**src/design/pxc_consts.vh**
```
`ifndef PXC_CONSTS_VH
`define PXC_CONSTS_VH

// management register numbers
`define PXC_REG_CTRL          5'h00
`define PXC_REG_FC_CNT        5'h14
`define PXC_REG_DROP_CNT      5'h15
`define PXC_REG_TENB          5'h16
`define PXC_REG_MAC_CFG       5'h17
`define PXC_REG_DRV_CFG       5'h18

// field positions
`define PXC_CTRL_SOFT_RST     15
`define PXC_TENB_FORCE_LINK   15
`define PXC_TENB_JABBER_DIS   14
`define PXC_TENB_ECHO_DIS     13
`define PXC_TENB_SQE_DIS      12
`define PXC_TENB_SQUELCH_HI   11
`define PXC_TENB_SQUELCH_LO   10
`define PXC_TENB_STICKY_EN    9
`define PXC_TENB_EOF_ERR      8
`define PXC_TENB_DISC         7
`define PXC_TENB_LINK         6
`define PXC_TENB_BCAST        0
`define PXC_MAC_RXCLK_SRC     13
`define PXC_MAC_IF_HI         12
`define PXC_MAC_IF_LO         11
`define PXC_MAC_FAR_LOOP      3
`define PXC_DRV_EDGE_HI       15
`define PXC_DRV_EDGE_LO       13

// reset values and counter ceiling
`define PXC_RST_FORCE_LINK    1'b0
`define PXC_RST_JABBER_DIS    1'b0
`define PXC_RST_ECHO_DIS      1'b1
`define PXC_RST_SQE_DIS       1'b1
`define PXC_RST_SQUELCH       2'b00
`define PXC_RST_STICKY_EN     1'b1
`define PXC_RST_BCAST         1'b0
`define PXC_RST_RXCLK_SRC     1'b0
`define PXC_RST_MAC_IF        2'b10
`define PXC_RST_FAR_LOOP      1'b0
`define PXC_RST_EDGE          3'b000
`define PXC_CNT_MAX           8'hFF

// encodings
`define PXC_SQUELCH_RSVD      2'b11
`define PXC_MAC_IF_RMII       2'b01
`define PXC_MAC_IF_RSVD       2'b11
`define PXC_OP_READ           2'b10
`define PXC_OP_WRITE          2'b01

// serial frame lengths, in management clock periods
`define PXC_PRE_ONES          6'd32
`define PXC_HDR_LAST          4'd12
`define PXC_DATA_BITS         5'd16
`define PXC_DATA_LAST         5'd15

`endif

```
**src/design/pxc_ext_regs.v**
```verilog
`timescale 1ns/10ps
`include "pxc_consts.vh"
// How it works
// - False carrier events counted in low byte of register 20; upper byte zero.
// - Copper link drops counted in low byte of register 21.
// - Counters saturate at 255, clear when read, reset to zero.
// - Force-link bit bypasses integrity test and reports link pass.
// - Bit 22.14 disables jabber detect; sticky, resets to zero.
// - Bit 22.13 disables transmit echo; sticky, resets to one.
// - Bit 22.12 disables SQE heartbeat; sticky, resets to one.
// - Squelch field selects normal, low or high level; code 11 reserved.
// - Sticky enable set keeps sticky bits over soft reset; clear restores defaults.
// - Sticky enable itself keeps its value on every soft reset.
// - End-of-frame error latched into a bit cleared by reading.
// - 10BASE-T disconnect latched into a bit cleared by reading.
// - Live 10BASE-T link state readable, resets to zero.
// - Broadcast bit makes every write apply regardless of PHY address.
// - Reads answered only when PHY address matches.
// - Receive clock follows recovered clock or reference clock; ignored in RMII.
// - MAC field selects MII, RMII, RGMII; resets to RGMII; 11 reserved.
// - New interface and clock selections apply at soft reset, or at once while low_power_hold_mode is high; reads show active.
// - Three-bit sticky edge-rate field, resets to 000.
module pxc_ext_regs (
    input  wire       clk_sys,
    input  wire       rst_n,
    input  wire       mdc,
    input  wire       mdio_in,
    output reg        mdio_out,
    output reg        mdio_oe,
    input  wire [4:0] phy_addr,
    input  wire       low_power_hold_mode,
    input  wire       false_carrier_evt,
    input  wire       link_drop_evt,
    input  wire       eof_err_evt,
    input  wire       tenb_disc_evt,
    input  wire       tenb_link_up,
    output reg        soft_reset,
    output reg        link_pass,
    output reg        jabber_dis,
    output reg        echo_dis,
    output reg        sqe_dis,
    output reg  [1:0] squelch_sel,
    output reg  [1:0] mac_if_sel,
    output reg        rx_clk_ref_sel,
    output reg        far_end_loopback,
    output reg  [2:0] edge_rate
);
    localparam [4:0] ST_PRE = 5'b00001;
    localparam [4:0] ST_HDR = 5'b00010;
    localparam [4:0] ST_TA  = 5'b00100;
    localparam [4:0] ST_WR  = 5'b01000;
    localparam [4:0] ST_RD  = 5'b10000;

    wire [7:0] sync_out;
    wire       mdc_s;
    wire       mdio_s;
    wire [4:0] addr_s;
    wire       hold_s;
    reg        mdc_d;
    wire       mdc_rise;

    pxc_sync2 #(.W(8)) u_sync (
        .clk_sys (clk_sys),
        .rst_n   (rst_n),
        .din     ({low_power_hold_mode, phy_addr, mdio_in, mdc}),
        .dout    (sync_out)
    );
    assign mdc_s    = sync_out[0];
    assign mdio_s   = sync_out[1];
    assign addr_s   = sync_out[6:2];
    assign hold_s   = sync_out[7];
    assign mdc_rise = mdc_s & ~mdc_d;

    // control and status state
    reg        force_link;
    reg        sticky_rst_en;
    reg        bcast_wr;
    reg        rx_clk_pend;
    reg [1:0]  mac_if_pend;
    reg        rx_clk_act;
    reg        eof_err;
    reg        tenb_disc;

    // serial frame engine
    reg [4:0]  state;
    reg [5:0]  ones;
    reg [4:0]  cnt;
    reg [15:0] sh;
    reg        is_read;
    reg [4:0]  reg_sel;
    reg        wr_en;
    reg [4:0]  wr_reg;
    reg [15:0] wr_data;
    reg        rd_clr;
    reg [4:0]  rd_reg;
    reg [15:0] rd_val;
    wire [12:0] hdr;
    wire       addr_ok;

    wire [7:0] fc_cnt;
    wire [7:0] drop_cnt;

    assign hdr     = {sh[11:0], mdio_s};
    assign addr_ok = (hdr[9:5] == addr_s);

    pxc_sat_cnt u_fc_cnt (
        .clk_sys (clk_sys),
        .rst_n   (rst_n),
        .inc     (false_carrier_evt),
        .clr     (rd_clr && rd_reg == `PXC_REG_FC_CNT),
        .cnt     (fc_cnt)
    );

    pxc_sat_cnt u_drop_cnt (
        .clk_sys (clk_sys),
        .rst_n   (rst_n),
        .inc     (link_drop_evt),
        .clr     (rd_clr && rd_reg == `PXC_REG_DROP_CNT),
        .cnt     (drop_cnt)
    );

    // read data mux
    always @* begin
        case (reg_sel)
            `PXC_REG_FC_CNT:   rd_val = {8'h00, fc_cnt};
            `PXC_REG_DROP_CNT: rd_val = {8'h00, drop_cnt};
            `PXC_REG_TENB:     rd_val = {force_link, jabber_dis, echo_dis,
                                         sqe_dis, squelch_sel, sticky_rst_en,
                                         eof_err, tenb_disc, link_pass,
                                         5'h00, bcast_wr};
            `PXC_REG_MAC_CFG:  rd_val = {2'b00, rx_clk_act, mac_if_sel,
                                         7'h00, far_end_loopback,
                                         3'b000};
            `PXC_REG_DRV_CFG:  rd_val = {edge_rate, 13'h0000};
            default:           rd_val = 16'h0000;
        endcase
    end

    always @(posedge clk_sys or negedge rst_n) begin
        if (!rst_n) begin
            mdc_d    <= 1'b0;
            state    <= ST_PRE;
            ones     <= 6'd0;
            cnt      <= 5'd0;
            sh       <= 16'h0000;
            is_read  <= 1'b0;
            reg_sel  <= 5'd0;
            wr_en    <= 1'b0;
            wr_reg   <= 5'd0;
            wr_data  <= 16'h0000;
            rd_clr   <= 1'b0;
            rd_reg   <= 5'd0;
            mdio_out <= 1'b0;
            mdio_oe  <= 1'b0;
        end else begin
            mdc_d  <= mdc_s;
            wr_en  <= 1'b0;
            rd_clr <= 1'b0;
            if (mdc_rise) begin
                case (state)
                    ST_PRE: begin
                        if (mdio_s) begin
                            if (ones != `PXC_PRE_ONES)
                                ones <= ones + 6'd1;
                        end else begin
                            ones <= 6'd0;
                            if (ones == `PXC_PRE_ONES) begin
                                state <= ST_HDR;
                                cnt   <= 5'd0;
                            end
                        end
                    end
                    ST_HDR: begin
                        sh  <= {sh[14:0], mdio_s};
                        cnt <= cnt + 5'd1;
                        if (cnt[3:0] == `PXC_HDR_LAST) begin
                            reg_sel <= hdr[4:0];
                            cnt     <= 5'd0;
                            is_read <= (hdr[11:10] == `PXC_OP_READ);
                            if (!hdr[12]) begin
                                state <= ST_PRE;
                            end else if (hdr[11:10] == `PXC_OP_READ &&
                                         addr_ok) begin
                                state <= ST_TA;
                            end else if (hdr[11:10] == `PXC_OP_WRITE &&
                                         (addr_ok || bcast_wr)) begin
                                state <= ST_TA;
                            end else begin
                                state <= ST_PRE;
                            end
                        end
                    end
                    ST_TA: begin
                        if (is_read) begin
                            mdio_oe  <= 1'b1;
                            mdio_out <= 1'b0;
                            sh       <= rd_val;
                            rd_clr   <= 1'b1;
                            rd_reg   <= reg_sel;
                            state    <= ST_RD;
                        end else if (cnt[0]) begin
                            cnt   <= 5'd0;
                            state <= ST_WR;
                        end else begin
                            cnt <= 5'd1;
                        end
                    end
                    ST_WR: begin
                        sh  <= {sh[14:0], mdio_s};
                        cnt <= cnt + 5'd1;
                        if (cnt == `PXC_DATA_LAST) begin
                            wr_en   <= 1'b1;
                            wr_reg  <= reg_sel;
                            wr_data <= {sh[14:0], mdio_s};
                            state   <= ST_PRE;
                        end
                    end
                    ST_RD: begin
                        if (cnt == `PXC_DATA_BITS) begin
                            mdio_oe  <= 1'b0;
                            mdio_out <= 1'b0;
                            state    <= ST_PRE;
                        end else begin
                            mdio_out <= sh[15];
                            sh       <= {sh[14:0], 1'b0};
                            cnt      <= cnt + 5'd1;
                        end
                    end
                    default: state <= ST_PRE;
                endcase
            end
        end
    end

    // configuration bits
    always @(posedge clk_sys or negedge rst_n) begin
        if (!rst_n) begin
            soft_reset       <= 1'b0;
            force_link       <= `PXC_RST_FORCE_LINK;
            jabber_dis       <= `PXC_RST_JABBER_DIS;
            echo_dis         <= `PXC_RST_ECHO_DIS;
            sqe_dis          <= `PXC_RST_SQE_DIS;
            squelch_sel      <= `PXC_RST_SQUELCH;
            sticky_rst_en    <= `PXC_RST_STICKY_EN;
            bcast_wr         <= `PXC_RST_BCAST;
            rx_clk_pend      <= `PXC_RST_RXCLK_SRC;
            mac_if_pend      <= `PXC_RST_MAC_IF;
            rx_clk_act       <= `PXC_RST_RXCLK_SRC;
            mac_if_sel       <= `PXC_RST_MAC_IF;
            far_end_loopback <= `PXC_RST_FAR_LOOP;
            edge_rate        <= `PXC_RST_EDGE;
            rx_clk_ref_sel   <= 1'b0;
        end else begin
            soft_reset <= wr_en && wr_reg == `PXC_REG_CTRL &&
                          wr_data[`PXC_CTRL_SOFT_RST];
            // no effect of the clock source in RMII
            rx_clk_ref_sel <= rx_clk_act &&
                              mac_if_sel != `PXC_MAC_IF_RMII;
            if (soft_reset) begin
                // sticky enable is never touched here
                if (!sticky_rst_en) begin
                    force_link  <= `PXC_RST_FORCE_LINK;
                    jabber_dis  <= `PXC_RST_JABBER_DIS;
                    echo_dis    <= `PXC_RST_ECHO_DIS;
                    sqe_dis     <= `PXC_RST_SQE_DIS;
                    squelch_sel <= `PXC_RST_SQUELCH;
                    bcast_wr    <= `PXC_RST_BCAST;
                    edge_rate   <= `PXC_RST_EDGE;
                end
                mac_if_sel       <= mac_if_pend;
                rx_clk_act       <= rx_clk_pend;
                far_end_loopback <= `PXC_RST_FAR_LOOP;
            end else begin
                if (hold_s) begin
                    mac_if_sel <= mac_if_pend;
                    rx_clk_act <= rx_clk_pend;
                end
                if (wr_en && wr_reg == `PXC_REG_TENB) begin
                    force_link    <= wr_data[`PXC_TENB_FORCE_LINK];
                    jabber_dis    <= wr_data[`PXC_TENB_JABBER_DIS];
                    echo_dis      <= wr_data[`PXC_TENB_ECHO_DIS];
                    sqe_dis       <= wr_data[`PXC_TENB_SQE_DIS];
                    sticky_rst_en <= wr_data[`PXC_TENB_STICKY_EN];
                    bcast_wr      <= wr_data[`PXC_TENB_BCAST];
                    if (wr_data[`PXC_TENB_SQUELCH_HI:`PXC_TENB_SQUELCH_LO]
                        != `PXC_SQUELCH_RSVD)
                        squelch_sel <= wr_data[`PXC_TENB_SQUELCH_HI:
                                               `PXC_TENB_SQUELCH_LO];
                end
                if (wr_en && wr_reg == `PXC_REG_MAC_CFG) begin
                    rx_clk_pend      <= wr_data[`PXC_MAC_RXCLK_SRC];
                    far_end_loopback <= wr_data[`PXC_MAC_FAR_LOOP];
                    if (wr_data[`PXC_MAC_IF_HI:`PXC_MAC_IF_LO]
                        != `PXC_MAC_IF_RSVD)
                        mac_if_pend <= wr_data[`PXC_MAC_IF_HI:
                                               `PXC_MAC_IF_LO];
                end
                if (wr_en && wr_reg == `PXC_REG_DRV_CFG)
                    edge_rate <= wr_data[`PXC_DRV_EDGE_HI:
                                         `PXC_DRV_EDGE_LO];
            end
        end
    end

    // latched status, set wins over clear on read
    always @(posedge clk_sys or negedge rst_n) begin
        if (!rst_n) begin
            eof_err   <= 1'b0;
            tenb_disc <= 1'b0;
            link_pass <= 1'b0;
        end else begin
            eof_err   <= eof_err_evt | (eof_err &
                         ~(rd_clr && rd_reg == `PXC_REG_TENB));
            tenb_disc <= tenb_disc_evt | (tenb_disc &
                         ~(rd_clr && rd_reg == `PXC_REG_TENB));
            link_pass <= force_link | tenb_link_up;
        end
    end
endmodule // pxc_ext_regs

```
**src/design/pxc_sat_cnt.v**
```verilog
`timescale 1ns/10ps
`include "pxc_consts.vh"
module pxc_sat_cnt (
    input  wire       clk_sys,
    input  wire       rst_n,
    input  wire       inc,
    input  wire       clr,
    output reg  [7:0] cnt
);
    always @(posedge clk_sys or negedge rst_n) begin
        if (!rst_n) begin
            cnt <= 8'h00;
        end else if (clr) begin
            // an event in the read cycle is kept
            cnt <= inc ? 8'h01 : 8'h00;
        end else if (inc && cnt != `PXC_CNT_MAX) begin
            cnt <= cnt + 8'h01;
        end
    end
endmodule // pxc_sat_cnt

```
**src/design/pxc_sync2.v**
```verilog
`timescale 1ns/10ps
module pxc_sync2 #(
    parameter W = 1
) (
    input  wire         clk_sys,
    input  wire         rst_n,
    input  wire [W-1:0] din,
    output reg  [W-1:0] dout
);
    reg [W-1:0] meta;

    always @(posedge clk_sys or negedge rst_n) begin
        if (!rst_n) begin
            meta <= {W{1'b0}};
            dout <= {W{1'b0}};
        end else begin
            meta <= din;
            dout <= meta;
        end
    end
endmodule // pxc_sync2

```
**config.mk**
```make
export PLATFORM = sky130hd
export DESIGN_NAME = pxc_ext_regs
export DESIGN_NICKNAME = d
export VERILOG_FILES = /design/src/design/pxc_ext_regs.v /design/src/design/pxc_sat_cnt.v /design/src/design/pxc_sync2.v
export VERILOG_INCLUDE_DIRS = /design/src /design/src/design
export SDC_FILE = /design/constraint.sdc
export NUM_CORES = 1
export LEC_CHECK = 0
export ABC_AREA = 1
export BUFFER_PORTS_ARGS = -buffer_cell sky130_fd_sc_hd__buf_2
export CAP_MARGIN = 20
export CORE_ASPECT_RATIO = 0.9
export CORE_MARGIN = 2
export CORE_UTILIZATION = 45
export DETAILED_ROUTE_END_ITERATION = 16
export PLACE_DENSITY = 0.74
export SLEW_MARGIN = 20
export SYNTH_ARGS = -nofsm -noshare
export SYNTH_HDL_FRONTEND = slang
export SYNTH_SLANG_ARGS = --single-unit
```
**constraint.sdc**
```tcl
create_clock -name clk_sys -period 1.9 [get_ports clk_sys]
set_input_delay 0 -clock clk_sys [delete_from_list [all_inputs] [get_ports clk_sys]]
set_output_delay 0 -clock clk_sys [all_outputs]
set_load 0.05 [all_outputs]
```
### After elaboration in Yosys (flattened, before gate mapping)

Cells that the tools add are included.

| word-level totals | value |
|---|---|
| word-level logic and storage cells | 197 |
| output and inout bits | 16 |
| input port bits | 15 |
| register bits after elaboration | 124 |

| cells by class | value |
|---|---|
| muxes and demuxes | 67 |
| bitwise logic cells | 9 |
| reductions and logical operators | 41 |
| add/subtract/negate cells | 4 |
| equal/unequal tests | 40 |

Operator list:

| operator | count |
|---|---|
| one-hot mux 16 bit (5 select lines) | 1 |
| equality test 5 bit, second input constant | 13 |
| two-way mux 5 bit | 12 |
| one-hot mux 5 bit (5 select lines) | 2 |
| one-hot mux 16 bit (3 select lines) | 1 |
| two-way mux 16 bit | 2 |
| two-way mux 8 bit | 4 |
| two-way mux 1 bit | 29 |
| inequality test 2 bit, second input constant | 12 |
| AND reduction 3 bit | 7 |
| two-way mux 3 bit | 6 |
| adder 8 x 1 -> 8 bit, second input constant | 2 |
| inequality test 8 bit, second input constant | 2 |
| nonzero test 2 bit | 8 |
| logical AND 1 bit | 13 |
| two-way mux 2 bit | 6 |
| two-way mux 6 bit | 2 |
| equality test 5 x 4 -> 1 bit, second input constant | 2 |
| AND reduction 2 bit | 4 |
| AND reduction 4 bit | 2 |
| AND reduction 7 bit | 1 |
| adder 6 x 1 -> 6 bit, second input constant | 1 |
| equality test 6 bit, second input constant | 1 |
| inequality test 6 bit, second input constant | 1 |
| 20 further kinds | 27 |

### Logic depth before layout (Yosys ltp)

Gate-level depths: netlist of the first run.

| logic depth | value |
|---|---|
| depth in word-level cells | 8 |
| gate-level depth with buffers | 12 |

### Cells and area by module

Synthesis of the first run repeated with hierarchy kept, for this count alone.

| second synthesis, totals | value |
|---|---|
| cells, all modules | 737 |
| area, all modules | 5,873.1 um^2 |

Modules (own cells, without submodules):

| module | cells an instance | sequential area each (um^2) | times used | area an instance (um^2) |
|---|---|---|---|---|
| pxc_ext_regs | 580 | 2,134.5 | 1 | 4,448.0 |
| pxc_sat_cnt (u_drop_cnt) | 69 | 200.2 | 1 | 519.2 |
| pxc_sat_cnt (u_fc_cnt) | 72 | 200.2 | 1 | 505.5 |
| pxc_sync2 | 16 | 400.4 | 1 | 400.4 |

### Worst setup path before layout of the first run

Ideal clock, no wire load.

| path | value |
|---|---|
| kind | reg-to-reg |
| from | register soft_reset |
| to | register squelch_sel[0] |
| path buffers | 1 |
| path slack | 0.172 ns |
| cell stages (with the launch flop) | 8 |
| arrival time | 1.594 ns |
| cells stage by stage | dfrtp_1 -> inv_2 -> or2_1 -> buf_2 -> nand2_4 -> o21ai_0 -> nand2_1 -> o21ai_0 |

| on the way | value |
|---|---|
| cells in the longest elaborated chain, start to end | 2 |
| elaborated cells on any way between the ends | 5 |

Ends and longest elaborated chain:

| element | line | source |
|---|---|---|
| start: declaration | pxc_ext_regs.v:37 | `output reg soft_reset,` |
| start signal: assignment | pxc_ext_regs.v:254 | `` soft_reset <= wr_en && wr_reg == `PXC_REG_CTRL && `` |
| inequality test 2 bit (no line) or nonzero test 2 bit (tied branches) | -- |  |
| AND reduction 3 bit (no line) | -- |  |
| end signal: assignment | pxc_ext_regs.v:243 | `` squelch_sel <= `PXC_RST_SQUELCH; `` |
| end signal: assignment | pxc_ext_regs.v:266 | `` squelch_sel <= `PXC_RST_SQUELCH; `` |
| end signal: assignment | pxc_ext_regs.v:287 | `` squelch_sel <= wr_data[`PXC_TENB_SQUELCH_HI: `` |
| end: declaration | pxc_ext_regs.v:42 | `output reg [1:0] squelch_sel,` |

Parallel ways exist; a longest one is shown, timed or not.
A chain may end at the register's enable or synchronous reset.

### Final worst setup path of the first run

| path | value |
|---|---|
| from | register cnt[0] |
| to | register sh[13] |

| on the way | value |
|---|---|
| cells in the longest elaborated chain, start to end | 3 |

Ends and longest elaborated chain:

| element | line | source |
|---|---|---|
| start: declaration | pxc_ext_regs.v:87 | `reg [4:0] cnt;` |
| start signal: assignment | pxc_ext_regs.v:175 | `cnt <= cnt + 5'd1;` |
| start signal: assignment | pxc_ext_regs.v:210 | `cnt <= cnt + 5'd1;` |
| start signal: assignment | pxc_ext_regs.v:226 | `cnt <= cnt + 5'd1;` |
| equality test 5 bit (no line) | -- |  |
| inequality test 2 bit (no line) | -- |  |
| AND reduction 4 bit (no line) | -- |  |
| end signal: assignment | pxc_ext_regs.v:174 | `sh <= {sh[14:0], mdio_s};` |
| end signal: assignment | pxc_ext_regs.v:197 | `sh <= rd_val;` |
| end signal: assignment | pxc_ext_regs.v:209 | `sh <= {sh[14:0], mdio_s};` |
| end: declaration | pxc_ext_regs.v:88 | `reg [15:0] sh;` |

No other way between the ends.

==> qor.yml, run 1 <==
worst_setup_path:
  crit_start: "cnt[0]$_DFFE_PN0P_"
  crit_type: "reg2reg"
  endpoint_kind: "flip-flop"
  crit_chain: "inv_2, ha_1, nand2_1, inv_1, nand2_1, inv_1, nand2_2, inv_2, nor3_4, buf_12, nand2_1, nand2_1"
  crit_required_ns: 2.25
  crit_fanout: 16
  crit_family: "simple AND/OR/NAND/NOR gates"
  crit_top_cell: "nand2_1"
  slowest_stage: "dfrtp_1"
  critPathBufInv: 5
  max_stage_delay_ns: 0.43
  r2r_start: "cnt[0]$_DFFE_PN0P_"
  cp-start-kind: "flip-flop"
  arrival_ns: 2.06
grt:
  grt_pass1_vias: 4771
  grt_max_degree: 52
  gr-total-overflow: 0
  grt_antenna_before_repair: 0
  grt_pass1_wl_um: 22210
  grt_usage_pct: 20.46
detailed_routing:
  postRouteAntennaNets: 0
  vias: 4956
  drc: 0
  drtPass1Iterations: 6
  wl_um: 13020
  vias_per_cell: 5.047
  wl_per_cell_um: 13.26
  drt_iter0_drc: 445
sta:
  fin_worst_skew_ns: 0.009263
  fin_crit_ns: 1.710
  timing.final.crit_share_pct: 89.99
  finalMaxSlewViolations: 0
  setup_ws_ns: 0.1902
  hold_viol: 0
  worst_pin_slew_ns: 0.7700
  max_freq_mhz: 584.9
  setup_violations: 0
  tns_ns: 0
  worst_slew_margin_rel_pct: 47.94
cells_and_area:
  regArea_sq_um: 2935
  multi_input_area_sq_um: 2456
  post-route-cell-area_sq_um: 6997
  fill_cells: 1143
  largest_register_ffs: 16
  area_growth_syn_to_layout_pct: 20.70
  regMostFlops: "sh"
  top_regs: "sh x16, wr_data x9"
  nNetsFinal: 827
  num_antenna_cells: 0
  drive_gt1_share_pct: 14.67
logic_synthesis:
  syn_nets: 757
  syn_avg_cell_area_sq_um: 7.887
  ys_seq_elements: 117
  synth_top_area_share_pct: 47.92
  synth_common_cells: "nand2_1, dfrtp_1, inv_1, o21ai_0, nand3_1"
  ys_seq_area_share_pct: 50.64
  yosysUniqueCellTypes: 34
  async_flop_share_pct: 100.0
  ys_top_cells_by_area: "dfrtp_1, nand2_1, inv_1"
  synthCells: 735
  yosysWarnings: 0
  syn-cell-area_sq_um: 5797
  synth_area_leader_cell: "dfrtp_1"
  synth-edff-count: 0
  post-synth-top-count-cell: "nand2_1"
  synth_flop_cell: "dfrtp_1"
die:
  initial_utilization_pct: 45.87
  die_w_um: 123.6
  rows: 39
  die-area_sq_um: 13810
  io_pins: 31
  core_region_area_sq_um: 12640
  die_h_um: 111.7
placed_design:
  hpwlAfterDp_um: 9231
  gp_congestion: 0.8809
  io_buffers: 30
  post-place-ws_ns: 0.1468
  placed_cell_area_sq_um: 6251
pwr:
  internal_power_mw: 5.094
  power_mw: 7.127
  clkPwrFrac_pct: 44.8
  power_frac_comb_pct: 14.5
  swShare_pct: 28.53
  p_per_area_nw_per_um2: 1019
  p_leak_nw: 3.491
  ir_worst_vdd_mv: 0.6539
  switchingPower_mw: 2.033
  p_seq_share_pct: 40.6
clock_network:
  clock_path_buffers: 2
  worstSkewPairLatency_ns: 0.42
  root_buffer: "clkbuf_16"
  htreeDepth: 4
  clock_sinks: 117
  clk_pin_slew_worst_paths_ns: 0.06
  cts_tree: "done"
  cts_made_buffers: 17
run_status:
  status: "finished, final reports clean"
hold_path:
  hold_path.class: "in2async"
flow_run:
  maxCapViolations: 0
logic make-up (layout without fill, tap and decap cells):
logic type	Yosys count	count (layout)	synth area share (%)
multiplexers	3	3	0.5827
buffers and inverters	104	187	7.123
flip-flops	117	117	50.64
adder cells (fa/ha/maj)	7	7	1.511
XOR/XNOR	9	9	1.360
AO/OA/AOI/OAI	89	89	7.965
AND/OR/NAND/NOR	406	406	30.82
area by class of cell:
| type | instances | share of cell area [%] |
|---|---|---|
| sequential | 117 | 41.95 |
| multi-input combinational | 514 | 35.10 |
| clock inverter | 13 | 2.253 |
| clock buffer | 19 | 6.187 |
| tap | 164 | 2.933 |
| inverter | 91 | 4.882 |
| timing repair buffer | 64 | 6.688 |
power groups by stage:
stage               clock [mW]  sequential [mW]  combinational [mW]
detailed placement           0             2.93               0.999
floorplan                    0             2.89               0.729
global placement             0             2.92               0.972
CTS                       3.24             2.89                1.03
global route              3.37             2.92                1.18
finish                    3.20             2.90                1.04
final timing paths:
check                                      endpoint  slack, ns  cells past startpoint
max                              sh[13]$_DFFE_PN0P_       0.19                     12
min in group clk_sys       u_sync.meta[0]$_DFF_PN0_       0.22                      2
min                          jabber_dis$_DFFE_PN0P_       0.05                      2
min reg2reg                u_sync.dout[4]$_DFF_PN0_       0.35                      0
max reg2reg                      sh[13]$_DFFE_PN0P_       0.19                     12
max in group asynchronous       sqe_dis$_DFFE_PN1P_       1.10                      3
worst reg2reg max path, cell delays in order, from the launching register on:
cell     delay [ns]
dfrtp_1        0.43
inv_2          0.09
ha_1           0.21
nand2_1        0.06
inv_1          0.03
nand2_1        0.11
inv_1          0.06
nand2_2        0.09
inv_2          0.05
nor3_4         0.20
buf_12         0.17
nand2_1        0.07
nand2_1        0.07
routing by layer:
layer | track usage, % | vias up | share of wire (%)
li1 | - | 2493 | -
met1 | 28.43 | 2325 | 48
met2 | 31.25 | 118 | 46
met3 | 5.379 | 20 | 4.8
met4 | 6.515 | 0 | 1.6
met5 | 0 | - | 0
placed cells by master (no fill, tap or decap), types with 2 or more instances in the layout:
cell type      Yosys  routed
o21bai_1           2       2
dlygate4sd3_1      0      14
nor2_4             4       4
xor2_1             8       8
ha_1               7       6
inv_2              5       6
nand3_1           62      62
o21ai_0           63      63
clkinvlp_4         0       4
o21ai_1           12      12
buf_12             0       2
dfstp_2            6       6
mux2_2             3       3
a21oi_1            7       7
nor3_1            11      11
o211ai_1           2       2
clkinv_2           0       4
or2_2              2       2
nor2_2             4       5
nand3_2            2       2
nand3b_1           3       3
nand2_2            7       8
buf_2              6      29
clkbuf_16          0      17
nand2_1          241     240
inv_1             86      85
nor3_4             2       2
nand4_1           18      18
nor2_1            47      46
dfrtp_1          111     111
clkbuf_1           5       2
bufinv_16          0       3
buf_4              0      19
per-stage QoR:
stage	std cells	utilization, %	hold slack (ns)
after floorplan	735	-	-0.2956
after global placement	935	49.46	-0.04511
after detailed placement	935	49.46	-0.04452
after CTS	981	55.24	0.06098
after global routing	982	55.36	0.08787
final	982	55.36	0.05191
timing repair:
item,CTS,global route
hold endpoints to repair,126,0
buffers inserted,0,1
setup endpoints to repair,0,9
gates resized for setup,0,4
hold buffers,14,0
Power figures use the tool's default switching activity.
==> inputs of run 2 (changes only) <==
MAX_ROUTING_LAYER = met4   (was default)
==> qor.yml, run 2 (same netlist as run 1, synthesis figures left out) <==
run_status:
  status: "finished, final reports clean"
die:
  die-area_sq_um: 13810
  io_pins: 31
  rows: 39
  die_h_um: 111.7
  die_w_um: 123.6
  initial_utilization_pct: 45.87
  core_region_area_sq_um: 12640
worst_setup_path:
  slowest_stage: "dfrtp_1"
  max_stage_delay_ns: 0.43
  critPathBufInv: 5
  arrival_ns: 2.05
  crit_family: "simple AND/OR/NAND/NOR gates"
  crit_top_cell: "nand2_1"
  crit_fanout: 16
  crit_chain: "inv_2, ha_1, nand2_1, inv_1, nand2_1, inv_1, nand2_2, inv_2, nor3_4, buf_12, nand2_1, nand2_1"
  crit_required_ns: 2.25
  endpoint_kind: "flip-flop"
  crit_type: "reg2reg"
  cp-start-kind: "flip-flop"
cells_and_area:
  mostFrequentLayoutCells: "nand2_1, dfrtp_1, inv_1, o21ai_0, nand3_1"
  top_regs: "sh x16, wr_data x9"
  final_common_cell: "nand2_1"
  largest_register_ffs: 16
  num_antenna_cells: 0
  area_growth_syn_to_layout_pct: 20.70
  nNetsFinal: 827
  drive_gt1_share_pct: 14.67
  regMostFlops: "sh"
sta:
  tns_ns: 0
  setup_violations: 0
  worst_pin_slew_ns: 0.7572
  timing.final.crit_share_pct: 89.82
  max_freq_mhz: 586.0
  hold-worst-slack_ns: 0.05378
  setup_ws_ns: 0.1934
  finalMaxSlewViolations: 0
  fin_worst_skew_ns: 0.008594
  worst_slew_margin_rel_pct: 48.81
  hold_viol: 0
  fin_crit_ns: 1.707
placed_design:
  gp_congestion: 0.8955
  io_buffers: 30
  post-place-ws_ns: 0.1468
  hpwlAfterDp_um: 9231
detailed_routing:
  wl_per_cell_um: 13.27
  wl_um: 13030
  postRouteAntennaNets: 0
  drc: 0
  vias: 4934
  drt_iter0_drc: 395
  drtPass1Iterations: 5
  vias_per_cell: 5.024
pwr:
  p_per_area_nw_per_um2: 1019
  ir_worst_vdd_mv: 0.6539
  p_leak_nw: 3.491
  power_mw: 7.127
flow_run:
  maxCapViolations: 0
clock_network:
  clock_sinks: 117
  cts_tree: "done"
  cts_made_buffers: 17
  clock_path_buffers: 2
  root_buffer: "clkbuf_16"
  clk_pin_slew_worst_paths_ns: 0.06
  htreeDepth: 4
  worstSkewPairLatency_ns: 0.42
grt:
  grt_pass1_vias: 4774
  grt_max_degree: 52
  grt_usage_pct: 21.05
  gr-total-overflow: 0
  grt_antenna_before_repair: 0
  grt_pass1_wl_um: 22230
hold_path:
  hold_path.class: "in2async"
## run 2: routing by layer
| metal | vias up | global-route usage, % | share of wire [%] |
|---|---|---|---|
| li1 | 2495 | - | - |
| met1 | 2283 | 28.53 | 47 |
| met2 | 136 | 31.17 | 46 |
| met3 | 20 | 5.072 | 5.4 |
| met4 | 0 | 6.742 | 1.6 |
| met5 | - | - | 0 |
## run 2: area by class of cell
class / count / area, sq um
inverters: 91 / 341.6
multi-input cells: 514 / 2456
repair buffers: 64 / 467.9
clock inverters: 13 / 157.7
well taps: 164 / 205.2
fillers: 1143 / 5642
clock buffers: 19 / 432.9
flip-flops and latches: 117 / 2935
## run 2: power by group
group          internal, mW  switching, mW  leakage, nW
combinational         0.357          0.677         1.67
clock                  2.05           1.15        0.279
sequential             2.68          0.210         1.54
## run 2: path summary, 6_finish.rpt
kind	startpoint	to	slack, ns	cells after the start
max	cnt[0]$_DFFE_PN0P_	sh[13]$_DFFE_PN0P_	0.19	12
min	rst_n	jabber_dis$_DFFE_PN0P_	0.05	2
max reg2reg	cnt[0]$_DFFE_PN0P_	sh[13]$_DFFE_PN0P_	0.19	12
min reg2reg	u_sync.meta[4]$_DFF_PN0_	u_sync.dout[4]$_DFF_PN0_	0.35	0
max in group asynchronous	rst_n	sqe_dis$_DFFE_PN1P_	1.10	3
min in group clk_sys	mdc	u_sync.meta[0]$_DFF_PN0_	0.23	2
## run 2: timing repair
action	in CTS	in global routing
resized for setup	0	4
hold buffers	14	0
endpoints found under the setup margin	0	9
setup buffers	0	1
endpoints found under the hold margin	126	0
## run 2: stage by stage
stage          std cells  cell area [sq um]  utilization, %
2_1_floorplan        735               5797               -
3_3_place_gp         935               6251           49.46
3_5_place_dp         935               6251           49.46
4_1_cts              981               6982           55.24
5_1_grt              982               6997           55.36
6_report             982               6997           55.36
